--- src/hdl/olodg_pkg.sv ---
// Purpose: constants and carrier types for the five-channel open-load diagnostics
// Assumes: 50 MHz block clock, analog comparators outside this block
package olodg_pkg;
   localparam int NCH   = 5;
   localparam int CNT_W = 17;

   localparam int unsigned CLK_PERIOD_NS  = 20;
   localparam int unsigned OLON_SHORT_NS  = 64000;
   localparam int unsigned LED_WIN_NS     = 2000000;
   localparam int unsigned OFF_TEST_NS    = 1200000;
   localparam int unsigned LED_TAIL_NS    = 100000;
   localparam int unsigned FAULT_DGL_NS   = 3300;
   localparam int unsigned OLON_SHORT_CYC = OLON_SHORT_NS / CLK_PERIOD_NS;
   localparam int unsigned LED_WIN_CYC    = LED_WIN_NS / CLK_PERIOD_NS;
   localparam int unsigned OFF_TEST_CYC   = OFF_TEST_NS / CLK_PERIOD_NS;
   localparam int unsigned LED_TAIL_CYC   = LED_TAIL_NS / CLK_PERIOD_NS;
   localparam int unsigned FAULT_DGL_CYC  = FAULT_DGL_NS / CLK_PERIOD_NS;

   localparam logic [3:0] ADDR_OPEN_CTRL = 4'h0;
   localparam logic [3:0] ADDR_LED_CTRL  = 4'h1;
   localparam logic [3:0] ADDR_QUICK     = 4'h2;
   localparam logic [3:0] ADDR_CH_BASE   = 4'h3;

   localparam logic [3:0] QUICK_CODE   = 4'h1;
   localparam logic [3:0] CH_CODE_BASE = 4'h2;
   localparam int         GLOBAL_FLAG_BIT = 8;
   localparam int         ON_BIT       = 1;
   localparam int         OFF_BIT      = 0;
   localparam int         TRIG_BIT     = 8;
   localparam int         OFFEN_LSB    = 8;
   localparam logic [4:0] CTRL_RESET   = 5'h00;

   typedef struct packed {
      logic [NCH-1:0] out_high;
      logic [NCH-1:0] low_current;
      logic [NCH-1:0] led_above;
      logic [NCH-1:0] off_threshold;
   } olodg_ch_in_t;

   typedef struct packed {
      logic [NCH-1:0] drive;
      logic [NCH-1:0] led_test_current;
      logic [NCH-1:0] off_test_current_threshold;
   } olodg_ch_out_t;

   typedef struct packed {
      logic overtemp_shutdown;
      logic undervoltage;
      logic charge_pump_fault;
   } olodg_fault_t;
endpackage : olodg_pkg

--- src/hdl/olodg_top.sv ---
// Purpose: open-load diagnostics for five high-side outputs
// Assumes: comparator and pin inputs are asynchronous and pass two flops
// Notes: register reads answer one cycle after the strobe
//
// Chosen here: the placing of the registers and the strobed register port.
`timescale 1ns/1ns
module olodg_top #(
   parameter int unsigned LED_WIN_P  = olodg_pkg::LED_WIN_CYC,
   parameter int unsigned OFF_TEST_P = olodg_pkg::OFF_TEST_CYC,
   parameter int unsigned LED_TAIL_P = olodg_pkg::LED_TAIL_CYC
) (
   // clock and reset
   input  wire logic                   CLK_I,
   input  wire logic                   RST_N_I,
   // register port
   input  wire logic [3:0]             ADDR_I,
   input  wire logic [15:0]            WDATA_I,
   input  wire logic                   WR_I,
   input  wire logic                   RD_I,
   output logic [15:0]                 RDATA_O,
   // serial chip select pin
   input  wire logic                   SERIAL_CHIP_SELECT_N_I,
   // channel command, comparators and faults
   input  wire logic [4:0]             ON_CMD_I,
   input  olodg_pkg::olodg_ch_in_t     CH_I,
   input  olodg_pkg::olodg_fault_t     FAULT_I,
   // channel drive
   output olodg_pkg::olodg_ch_out_t    CH_O,
   output logic                        FAULT_OFF_O
);
   import olodg_pkg::*;

   localparam logic [CNT_W-1:0] WIN_LIM   = CNT_W'(LED_WIN_P);
   localparam logic [CNT_W-1:0] OFF_LIM   = CNT_W'(OFF_TEST_P);
   localparam logic [CNT_W-1:0] TAIL_LIM  = CNT_W'(LED_TAIL_P);
   localparam logic [CNT_W-1:0] SHORT_LIM = CNT_W'(OLON_SHORT_CYC);
   localparam logic [7:0]       FDGL_LIM  = 8'(FAULT_DGL_CYC);

   typedef struct packed {
      olodg_ch_in_t               in1;
      olodg_ch_in_t               in2;
      olodg_fault_t               flt1;
      olodg_fault_t               flt2;
      logic                       cs1;
      logic                       cs2;
      logic                       cs_prev;
      logic [NCH-1:0]             cmd_prev;
      logic [NCH-1:0]             on_open_deglitch_select;
      logic [NCH-1:0]             led_detect_enable;
      logic                       led_detect_trigger;
      logic [NCH-1:0]             off_open_test_enable;
      logic [NCH-1:0]             off_run;
      logic [NCH-1:0]             led_active;
      logic [NCH-1:0]             trig_off;
      logic [NCH-1:0]             tail;
      logic [NCH-1:0][CNT_W-1:0]  on_cnt;
      logic [NCH-1:0][CNT_W-1:0]  led_cnt;
      logic [NCH-1:0][CNT_W-1:0]  off_cnt;
      logic [NCH-1:0]             on_flag;
      logic [NCH-1:0]             off_flag;
      logic [7:0]                 fdgl_cnt;
      logic                       fault_off;
      logic [15:0]                rdata;
      olodg_ch_out_t              ch_out;
   } olodg_state_t;

   olodg_state_t st_r;
   olodg_state_t st_nxt;
   logic         cs_rise;
   logic         fault_any;
   logic         wr_open;
   logic         wr_led;
   logic         trig_start;
   logic [NCH-1:0] rd_ch;
   logic [NCH-1:0] on_set;
   logic [NCH-1:0] on_clr;
   logic [NCH-1:0] off_set;
   logic [NCH-1:0] open_now;
   logic         global_flag;

   always_comb begin
      st_nxt     = st_r;
      on_set     = '0;
      off_set    = '0;
      st_nxt.in1 = CH_I;
      st_nxt.in2 = st_r.in1;
      st_nxt.flt1 = FAULT_I;
      st_nxt.flt2 = st_r.flt1;
      st_nxt.cs1 = SERIAL_CHIP_SELECT_N_I;
      st_nxt.cs2 = st_r.cs1;
      st_nxt.cs_prev = st_r.cs2;
      st_nxt.cmd_prev = ON_CMD_I;
      cs_rise    = st_r.cs2 & ~st_r.cs_prev;
      fault_any  = |st_r.flt2;
      wr_open    = WR_I && (ADDR_I == ADDR_OPEN_CTRL);
      wr_led     = WR_I && (ADDR_I == ADDR_LED_CTRL);
      trig_start = wr_led && WDATA_I[TRIG_BIT] && !st_r.led_detect_trigger;
      global_flag = |(st_r.on_flag | st_r.off_flag);

      // shutdown waits out the fault deglitch time
      if (fault_any) begin
         if (st_r.fdgl_cnt == FDGL_LIM) begin
            st_nxt.fault_off = 1'b1;
         end else begin
            st_nxt.fdgl_cnt = st_r.fdgl_cnt + 8'h01;
         end
      end else begin
         st_nxt.fdgl_cnt  = 8'h00;
         st_nxt.fault_off = 1'b0;
      end

      if (wr_open) begin
         st_nxt.on_open_deglitch_select = WDATA_I[4:0];
      end
      if (wr_led) begin
         st_nxt.led_detect_enable = WDATA_I[4:0];
         if (trig_start) begin
            st_nxt.led_detect_trigger = 1'b1;
         end
      end else if (st_r.led_detect_trigger && ~|(st_r.trig_off | st_r.tail)) begin
         st_nxt.led_detect_trigger = 1'b0;
      end

      for (int i = 0; i < NCH; i++) begin
         rd_ch[i]    = RD_I && (ADDR_I == ADDR_CH_BASE + 4'(i));
         open_now[i] = st_r.in2.low_current[i] & st_r.in2.out_high[i];

         // standard on-state filter, only while the output is high
         if (!st_r.in2.out_high[i] || !ON_CMD_I[i] || st_r.led_detect_enable[i]) begin
            st_nxt.on_cnt[i] = '0;
         end else if (st_r.in2.low_current[i]) begin
            if (st_r.on_cnt[i] == (st_r.on_open_deglitch_select[i] ? WIN_LIM : SHORT_LIM)) begin
               on_set[i] = 1'b1;
            end else begin
               st_nxt.on_cnt[i] = st_r.on_cnt[i] + 1'b1;
            end
         end else begin
            st_nxt.on_cnt[i] = '0;
         end

         // LED mode: judge the falling edge at each regular switch-off
         if (st_r.led_active[i]) begin
            st_nxt.led_cnt[i] = st_r.led_cnt[i] + 1'b1;
            if (ON_CMD_I[i]) begin
               st_nxt.led_active[i] = 1'b0;
               on_set[i] = st_r.in2.led_above[i];
            end else if (!st_r.in2.led_above[i]) begin
               st_nxt.led_active[i] = 1'b0;
            end else if (st_r.led_cnt[i] == WIN_LIM) begin
               st_nxt.led_active[i] = 1'b0;
               on_set[i] = 1'b1;
            end
         end else if (st_r.cmd_prev[i] && !ON_CMD_I[i] && st_r.led_detect_enable[i]) begin
            st_nxt.led_active[i] = 1'b1;
            st_nxt.led_cnt[i]    = '0;
         end

         // full-duty trigger: brief forced off, then a tail with the source on
         if (trig_start && ON_CMD_I[i] && WDATA_I[i]) begin
            st_nxt.trig_off[i] = 1'b1;
            st_nxt.led_cnt[i]  = '0;
         end else if (st_r.trig_off[i]) begin
            st_nxt.led_cnt[i] = st_r.led_cnt[i] + 1'b1;
            if (!st_r.in2.led_above[i] || st_r.led_cnt[i] == WIN_LIM) begin
               on_set[i] = st_r.in2.led_above[i];
               st_nxt.trig_off[i] = 1'b0;
               st_nxt.tail[i]     = 1'b1;
               st_nxt.led_cnt[i]  = '0;
            end
         end else if (st_r.tail[i]) begin
            st_nxt.led_cnt[i] = st_r.led_cnt[i] + 1'b1;
            if (st_r.led_cnt[i] == TAIL_LIM) begin
               st_nxt.tail[i] = 1'b0;
            end
         end

         // off-state test; a running test ignores writes to its enable
         if (wr_open && !st_r.off_run[i]) begin
            st_nxt.off_open_test_enable[i] = WDATA_I[OFFEN_LSB+i];
         end
         if (st_r.off_run[i]) begin
            st_nxt.off_cnt[i] = st_r.off_cnt[i] + 1'b1;
            if (fault_any) begin
               st_nxt.off_run[i] = 1'b0;
               st_nxt.off_open_test_enable[i] = 1'b0;
            end else if (st_r.in2.off_threshold[i]) begin
               st_nxt.off_run[i] = 1'b0;
               st_nxt.off_open_test_enable[i] = 1'b0;
            end else if (st_r.off_cnt[i] == OFF_LIM) begin
               st_nxt.off_run[i] = 1'b0;
               st_nxt.off_open_test_enable[i] = 1'b0;
               off_set[i] = 1'b1;
            end
         end else if (cs_rise && st_r.off_open_test_enable[i] && !fault_any) begin
            st_nxt.off_run[i] = 1'b1;
            st_nxt.off_cnt[i] = '0;
         end

         // latches: a new event beats a clearing read
         on_clr[i] = rd_ch[i] & (st_r.led_detect_enable[i] | ~open_now[i]);
         st_nxt.on_flag[i]  = on_set[i] | (st_r.on_flag[i] & ~on_clr[i]);
         st_nxt.off_flag[i] = off_set[i] | (st_r.off_flag[i] & ~rd_ch[i]);

         // open load never turns the output off; only trigger or fault do, and a running off test forces it on
         st_nxt.ch_out.drive[i] = ((ON_CMD_I[i] & ~st_nxt.trig_off[i]) | st_nxt.off_run[i])
                                  & ~st_nxt.fault_off;
         st_nxt.ch_out.led_test_current[i] = st_nxt.led_active[i] | st_nxt.trig_off[i]
                                             | st_nxt.tail[i];
         st_nxt.ch_out.off_test_current_threshold[i] = st_nxt.off_run[i];
      end

      // read data, sampled before this cycle's updates
      st_nxt.rdata = 16'h0000;
      if (RD_I) begin
         unique case (ADDR_I)
            ADDR_OPEN_CTRL: st_nxt.rdata = {3'b000, st_r.off_open_test_enable,
                                            3'b000, st_r.on_open_deglitch_select};
            ADDR_LED_CTRL:  st_nxt.rdata = {7'h00, st_r.led_detect_trigger,
                                            3'b000, st_r.led_detect_enable};
            ADDR_QUICK:     st_nxt.rdata = {QUICK_CODE, 3'b000, global_flag, 3'b000,
                                            st_r.on_flag | st_r.off_flag};
            default: begin
               for (int i = 0; i < NCH; i++) begin
                  if (rd_ch[i]) begin
                     st_nxt.rdata = {CH_CODE_BASE + 4'(i), 3'b000, global_flag, 6'h00,
                                     st_r.on_flag[i], st_r.off_flag[i]};
                  end
               end
            end
         endcase
      end
   end

   // all state but the chip-select copies clears at reset, so a test in flight is simply dropped
   always_ff @(posedge CLK_I or negedge RST_N_I) begin
      if (!RST_N_I) begin
         st_r         <= '0;
         // chip-select copies rest at the idle pin level, so release makes no false edge
         st_r.cs1     <= 1'b1;
         st_r.cs2     <= 1'b1;
         st_r.cs_prev <= 1'b1;
      end else begin
         st_r <= st_nxt;
      end
   end

   assign RDATA_O     = st_r.rdata;
   assign CH_O        = st_r.ch_out;
   assign FAULT_OFF_O = st_r.fault_off;
endmodule : olodg_top

--- config.mk ---
export PLATFORM = sky130hd
export DESIGN_NAME = olodg_top
export DESIGN_NICKNAME = d
export VERILOG_FILES = /design/src/hdl/olodg_pkg.sv /design/src/hdl/olodg_top.sv
export SDC_FILE = /design/constraint.sdc
export NUM_CORES = 1
export LEC_CHECK = 0
export BUFFER_PORTS_ARGS = -buffer_cell sky130_fd_sc_hd__buf_2
export CAP_MARGIN = 20
export CORE_AREA = 3 3 402 205
export CTS_BUF_LIST = sky130_fd_sc_hd__clkbuf_8
export CTS_CLUSTER_DIAMETER = 200
export DETAILED_ROUTE_END_ITERATION = 10
export DIE_AREA = 0 0 405 208
export PLACE_DENSITY = 0.47
export SYNTH_ARGS = -nofsm -noshare
export SYNTH_HDL_FRONTEND = slang
export SYNTH_SLANG_ARGS = --single-unit
--- constraint.sdc ---
create_clock -name CLK_I -period 2.8 [get_ports CLK_I]
set_input_delay 0.42 -clock CLK_I [delete_from_list [all_inputs] [get_ports CLK_I]]
set_output_delay 0.42 -clock CLK_I [all_outputs]
set_load 0.05 [all_outputs]
## Word-level counts from Yosys, hierarchy flattened

Index checks and enable logic that the tools add are counted.
W data, S select, Z words.

| storage, ports and cells | value |
|---|---|
| bits in registers | 390 |
| bits of input ports | 53 |
| output and inout port bits | 32 |
| word-level logic and storage cells | 541 |

| cells by class | value |
|---|---|
| add/subtract/negate cells | 16 |
| equal/unequal tests | 35 |
| multiplexer cells | 258 |
| bitwise logic cells | 85 |
| reduce and logical (&&, ||, !) cells | 99 |

Operator list:

| operator | count |
|---|---|
| $mux W17 | 60 |
| $add A17 B1 Y17 const B | 15 |
| $mux W1 | 189 |
| $eq A17 B13 Y1 const B | 5 |
| $eq A17 B16 Y1 const B | 5 |
| $eq A17 B17 Y1 | 5 |
| $eq A17 B17 Y1 const B | 5 |
| $mux W16 | 5 |
| $pmux W16 S3 | 1 |
| $logic_and A1 B1 Y1 | 45 |
| $and A1 B1 Y1 | 31 |
| $or A1 B1 Y1 | 30 |
| $reduce_bool A5 Y1 | 5 |
| $logic_not A1 Y1 | 23 |
| $not A1 Y1 | 22 |
| $eq A4 B3 Y1 const B | 4 |
| $logic_or A1 B1 Y1 | 15 |
| $ne A3 B3 Y1 const B | 5 |
| $mux W14 | 1 |
| $reduce_bool A2 Y1 | 6 |
| $or A5 B5 Y5 | 2 |
| $reduce_or A5 Y1 | 2 |
| $mux W9 | 1 |
| $add A8 B1 Y8 const B | 1 |
| other kinds (9) | 10 |

## Depth between registers and ports, before layout

| logic depth | value |
|---|---|
| depth in word-level cells | 13 |
| gate-level depth with buffers | 10 |
| gate-level depth less buffers | 8 |

## Worst setup path after synthesis

No wires, ideal clock.

| path | value |
|---|---|
| path type | register -> register |
| from | register st_r[135] (netlist name) |
| to | register st_r[149] (netlist name) |
| library setup time | 0.128 ns |
| arrival time | 2.218 ns |
| required time | 2.672 ns |
| setup slack | 0.454 ns |
| stages on the path, launching flop included | 10 |
| path buffers | 1 |
| clock period less this slack | 2.346 ns |
| cell sequence | dfrtp_1 > inv_1 > ha_1 > or4b_2 > o41ai_4 > a211o_2 > buf_4 > a31oi_1 > o21ai_0 > o31ai_1 |

| on the way | value |
|---|---|
| word-level cells in the longest chain between the ends | 5 |
| elaborated cells between the ends (all ways) | 8 |
| those cells by class | add/sub: 1; eq/ne: 1; mux: 5; reduce/logical: 1 |

RTL lines:

| element | RTL line | RTL |
|---|---|---|
| start: declaration | olodg_top.sv:67 | `olodg_state_t st_r;` |
| start signal: assignment | olodg_top.sv:243 | `st_r <= st_nxt;` |
| $add A17 B1 Y17 or $eq A17 B17 Y1 (tied branches) | -- |  |
| $mux W17 or $logic_or A1 B1 Y1 (tied branches) | olodg_top.sv:142, olodg_top.sv:164 |  |
| $mux W17 (on tied branches) | olodg_top.sv:170, olodg_top.sv:164 |  |
| $mux W17 * | olodg_top.sv:162 | `end else if (st_r.trig_off[i]) begin` |
| $mux W17 * | olodg_top.sv:159 | `if (trig_start && ON_CMD_I[i] && WDATA_I[i]) begin` |

Every way passes the cells marked *; elsewhere a longest branch is shown, timed or not.
A chain may end at the register's enable or synchronous reset.

## Worst setup path in the final report

| path | value |
|---|---|
| from | register st_r[152] (netlist name) |
| to | register st_r[162] (netlist name) |

The elaborated chain is that of the path after synthesis.

==> results_dict.tcl <==
set metrics [dict create \
    outcome "completed" \
    stdcell_area_mm2 0.0224 \
    routed_wl_um 47600 \
    fillerInstances 8378 \
    ant_nets 0 \
    fin_setup_tns_ns 0 \
    placed_cells 3040 \
    min_path_cells 2 \
    wire_per_inst_um 14.9 \
    yosysSeqAreaShare 0.510 \
    cts_root_buf "clkbuf_8" \
    reg2reg_depth 9 \
    utilization 0.283 \
    tritoncts "built" \
    final_nets 2178 \
    finalHoldViolCount 0 \
    required_ns 3.30 \
    initial_core_util 0.239 \
    drt_first_iter_violations 855 \
    instances_no_fill 3197 \
    syn-instance-count 1948 \
    insertion_delay_ns 0.64 \
    synth_fa_ha_area_frac 0.0212 \
    power.density_mw_per_mm2 634 \
    synth_simple_gate_area_frac 0.237 \
    hold_end "st_r[339]" \
    rows 73 \
    slew_headroom 0.492 \
    grt-ovfl-total 0 \
    antenna_found_initial 2 \
    hpwlAfterDp_um 33100 \
    critPathCaptureType "register" \
    cts_hold_buf 31 \
    detailed_place.area_mm2 0.0206 \
    finalSetupViolations 0 \
    areaGrowthSynthToFinish_pct 18.3 \
    cp-startpoint "st_r[152]" \
    synth.area.top_cells "dfrtp_1 51%, nand3_1 4.0%, nand2_1 3.7%, nor2_1 3.7%, o21ai_0 3.6%" \
    drive_gt1_frac 0.133 \
    finClkSkew_ns 0.0260 \
    crit_path_frequent_cell "a31oi_1" \
    grt_pass1_wl_um 77800 \
    synth_compound_area_frac 0.131 \
    rsz0062_at_grt "no" \
    cts_made_buffers 69 \
    max_freq_mhz 393 \
    synthDistinctLibCells 82 \
    die_area_mm2 0.0842 \
    hold_path_class "in -> reg" \
    ios 85 \
    cpPeakStageDelay_ns 0.53 \
    synth_edf_count 0 \
    synth_area_mm2 0.0189 \
    place_ws_ns 0.0394 \
    die_width_um 405 \
    arrival_ns 3.04 \
    syn_avg_cell_area_um2 9.72 \
    async_flop_share 1.00 \
    min_period_ns 2.54 \
    start_kind "register" \
    cts_resized 0 \
    synthXorXnorAreaFrac 0.0416 \
    vdd_ir_drop_max_mv 0.266 \
    slowest_stage "or4b_1" \
    finalMaxSlewViolations 0 \
    tightestPinTransition_ns 0.755 \
    clock_sinks 386 \
    grt_max_degree 63 \
    worstPathMaxFanout 19 \
    drc 0 \
    worst_slack_ns 0.255 \
    core-area_mm2 0.0791 \
    r2r-start "st_r[152]" \
    synth-seq-cells 386 \
    yosys_most_used_dff "dfrtp_1" \
    grt_pass1_vias 14400 \
    maxCapViolations 0 \
    setup.worst_path.class "reg -> reg" \
    vias 14700 \
    p_total_mw 14.2 \
    r2r_slack_ns 0.26 \
    post_cts_buffers 0 \
    via_per_inst 4.60 \
    finalWeightedCongestion 0.805 \
    reg2reg_to "st_r[162]" \
    p_leak_nw 9.35 \
    yosysWarnings 0 \
    synth_top_area_cell "dfrtp_1" \
    die_height_um 208 \
    clk_pin_slew_ns 0.06 \
    portBuffers 74 \
    synthMuxAreaShare 0.0208 \
    grt_use_total 0.112 \
    clockBufferDepth 3 \
    fin_crit_sh 0.909 \
    cp_cell_sequence "inv_1 > ha_1 > or4b_1 > o41ai_2 > a211o_1 > buf_4 > nor2_1 > a31oi_1 > a31oi_1" \
    htreeDepth 3 \
    hold_path.startpoint "WDATA_I[3]" \
    drt_pass1_iterations 5 \
    fin_hold_ws_ns 0.0706 \
    synth_top_family_by_area "simple AND/OR/NAND/NOR gates" \
    netlist.area_leader.share 0.506 \
]
-- flip-flops by register name, summed over array words and instances, names as in the netlist --
name and count:
RDATA_O 12, FAULT_OFF_O 1, CH_O 15, st_r 333
st_nxt 25
-- synthesized netlist by cell type, drive strengths merged (37+ instances only) --
master / n
nor2: 186
a21oi: 65
xor2: 62
nand3: 152
a31oi: 37
clkbuf: 39
and3: 40
dfrtp: 383
nand2: 187
buf: 48
inv: 60
nor3: 47
o21ai: 163
nand4: 39
-- cell families (layout without fill, tap and decap cells) --
family / count (synthesis) / in the layout
and+or+nand+nor: 860 / 860
AOI/OAI and AO/OA: 395 / 395
DFF: 386 / 386
buffers and inverters: 147 / 342
xor gates and xnor gates: 90 / 90
muxes: 37 / 37
adders and majority gates: 32 / 32
other: 1 / 5
-- where the power goes --
| group | total, mW | internal, mW | leakage (nW) | switching [mW] |
|---|---|---|---|---|
| combinational | 1.96 | 0.804 | 3.43 | 1.16 |
| clock | 5.48 | 3.05 | 0.819 | 2.43 |
| sequential | 6.76 | 6.08 | 5.10 | 0.678 |
-- layer usage --
metal | GRT usage | routed length [µm] | vias up | share of wire
met5 | 0 | 0 | - | 0
met4 | 0.0437 | 1620 | 0 | 0.034
met3 | 0.0237 | 1500 | 97 | 0.032
met2 | 0.183 | 22200 | 198 | 0.47
met1 | 0.146 | 22300 | 7103 | 0.47
li1 | - | - | 7309 | -
-- how the worst max path moves through the flow --
stage	to	slack [ns]
6_report	st_r[162]	0.26
5_1_grt	st_r[172]	0.02
4_1_cts	st_r[162]	0.26
3_5_place_dp	st_r[199]	0.04
3_3_place_gp	st_r[216]	0.06
2_1_floorplan	st_r[149]	0.45
-- worst max-delay path, delay by kind of cell (launching register included) --
kind            cells  cell delay [ns]
compound gates      4             0.95
fa+ha+maj           1             0.14
buf+inv             2             0.29
flops               1             0.42
simple gates        2             0.62
-- cells in the final DEF, fill, tap and decap left out, types with 8 or more instances in the layout --
cell type	n
dfrtp_1	383
nand2_1	187
nor2_1	186
nand3_1	152
o21ai_0	138
clkbuf_8	93
inv_1	80
buf_2	73
a21oi_1	65
xor2_1	62
buf_4	46
nor3_1	45
and3_1	40
nand4_1	39
a31oi_1	36
o31ai_1	35
ha_1	32
dlygate4sd3_1	31
or3_1	28
xnor2_1	28
o21ai_1	25
nor4_1	24
mux2_2	19
nand2b_1	18
mux2i_1	18
and2_1	16
nor2b_1	15
nand3b_1	15
nor4b_1	14
a22o_1	12
nand4b_1	12
o211ai_1	12
and4_1	11
or4b_2	9
o22ai_1	8
-- layout make-up --
| cell class | count | area (µm²) | share of cell area |
|---|---|---|---|
| Clock inverter | 31 | 165 | 0.00738 |
| Clock buffer | 93 | 1280 | 0.0572 |
| Tap cell | 1050 | 1310 | 0.0587 |
| Multi-Input combinational cell | 1418 | 8560 | 0.382 |
| Timing Repair Buffer | 158 | 1180 | 0.0525 |
| Inverter | 60 | 225 | 0.0101 |
| Antenna cell | 1 | 2.50 | 0.000112 |
| Sequential cell | 386 | 9660 | 0.432 |
No activity file was read; power rests on OpenSTA's default activity.
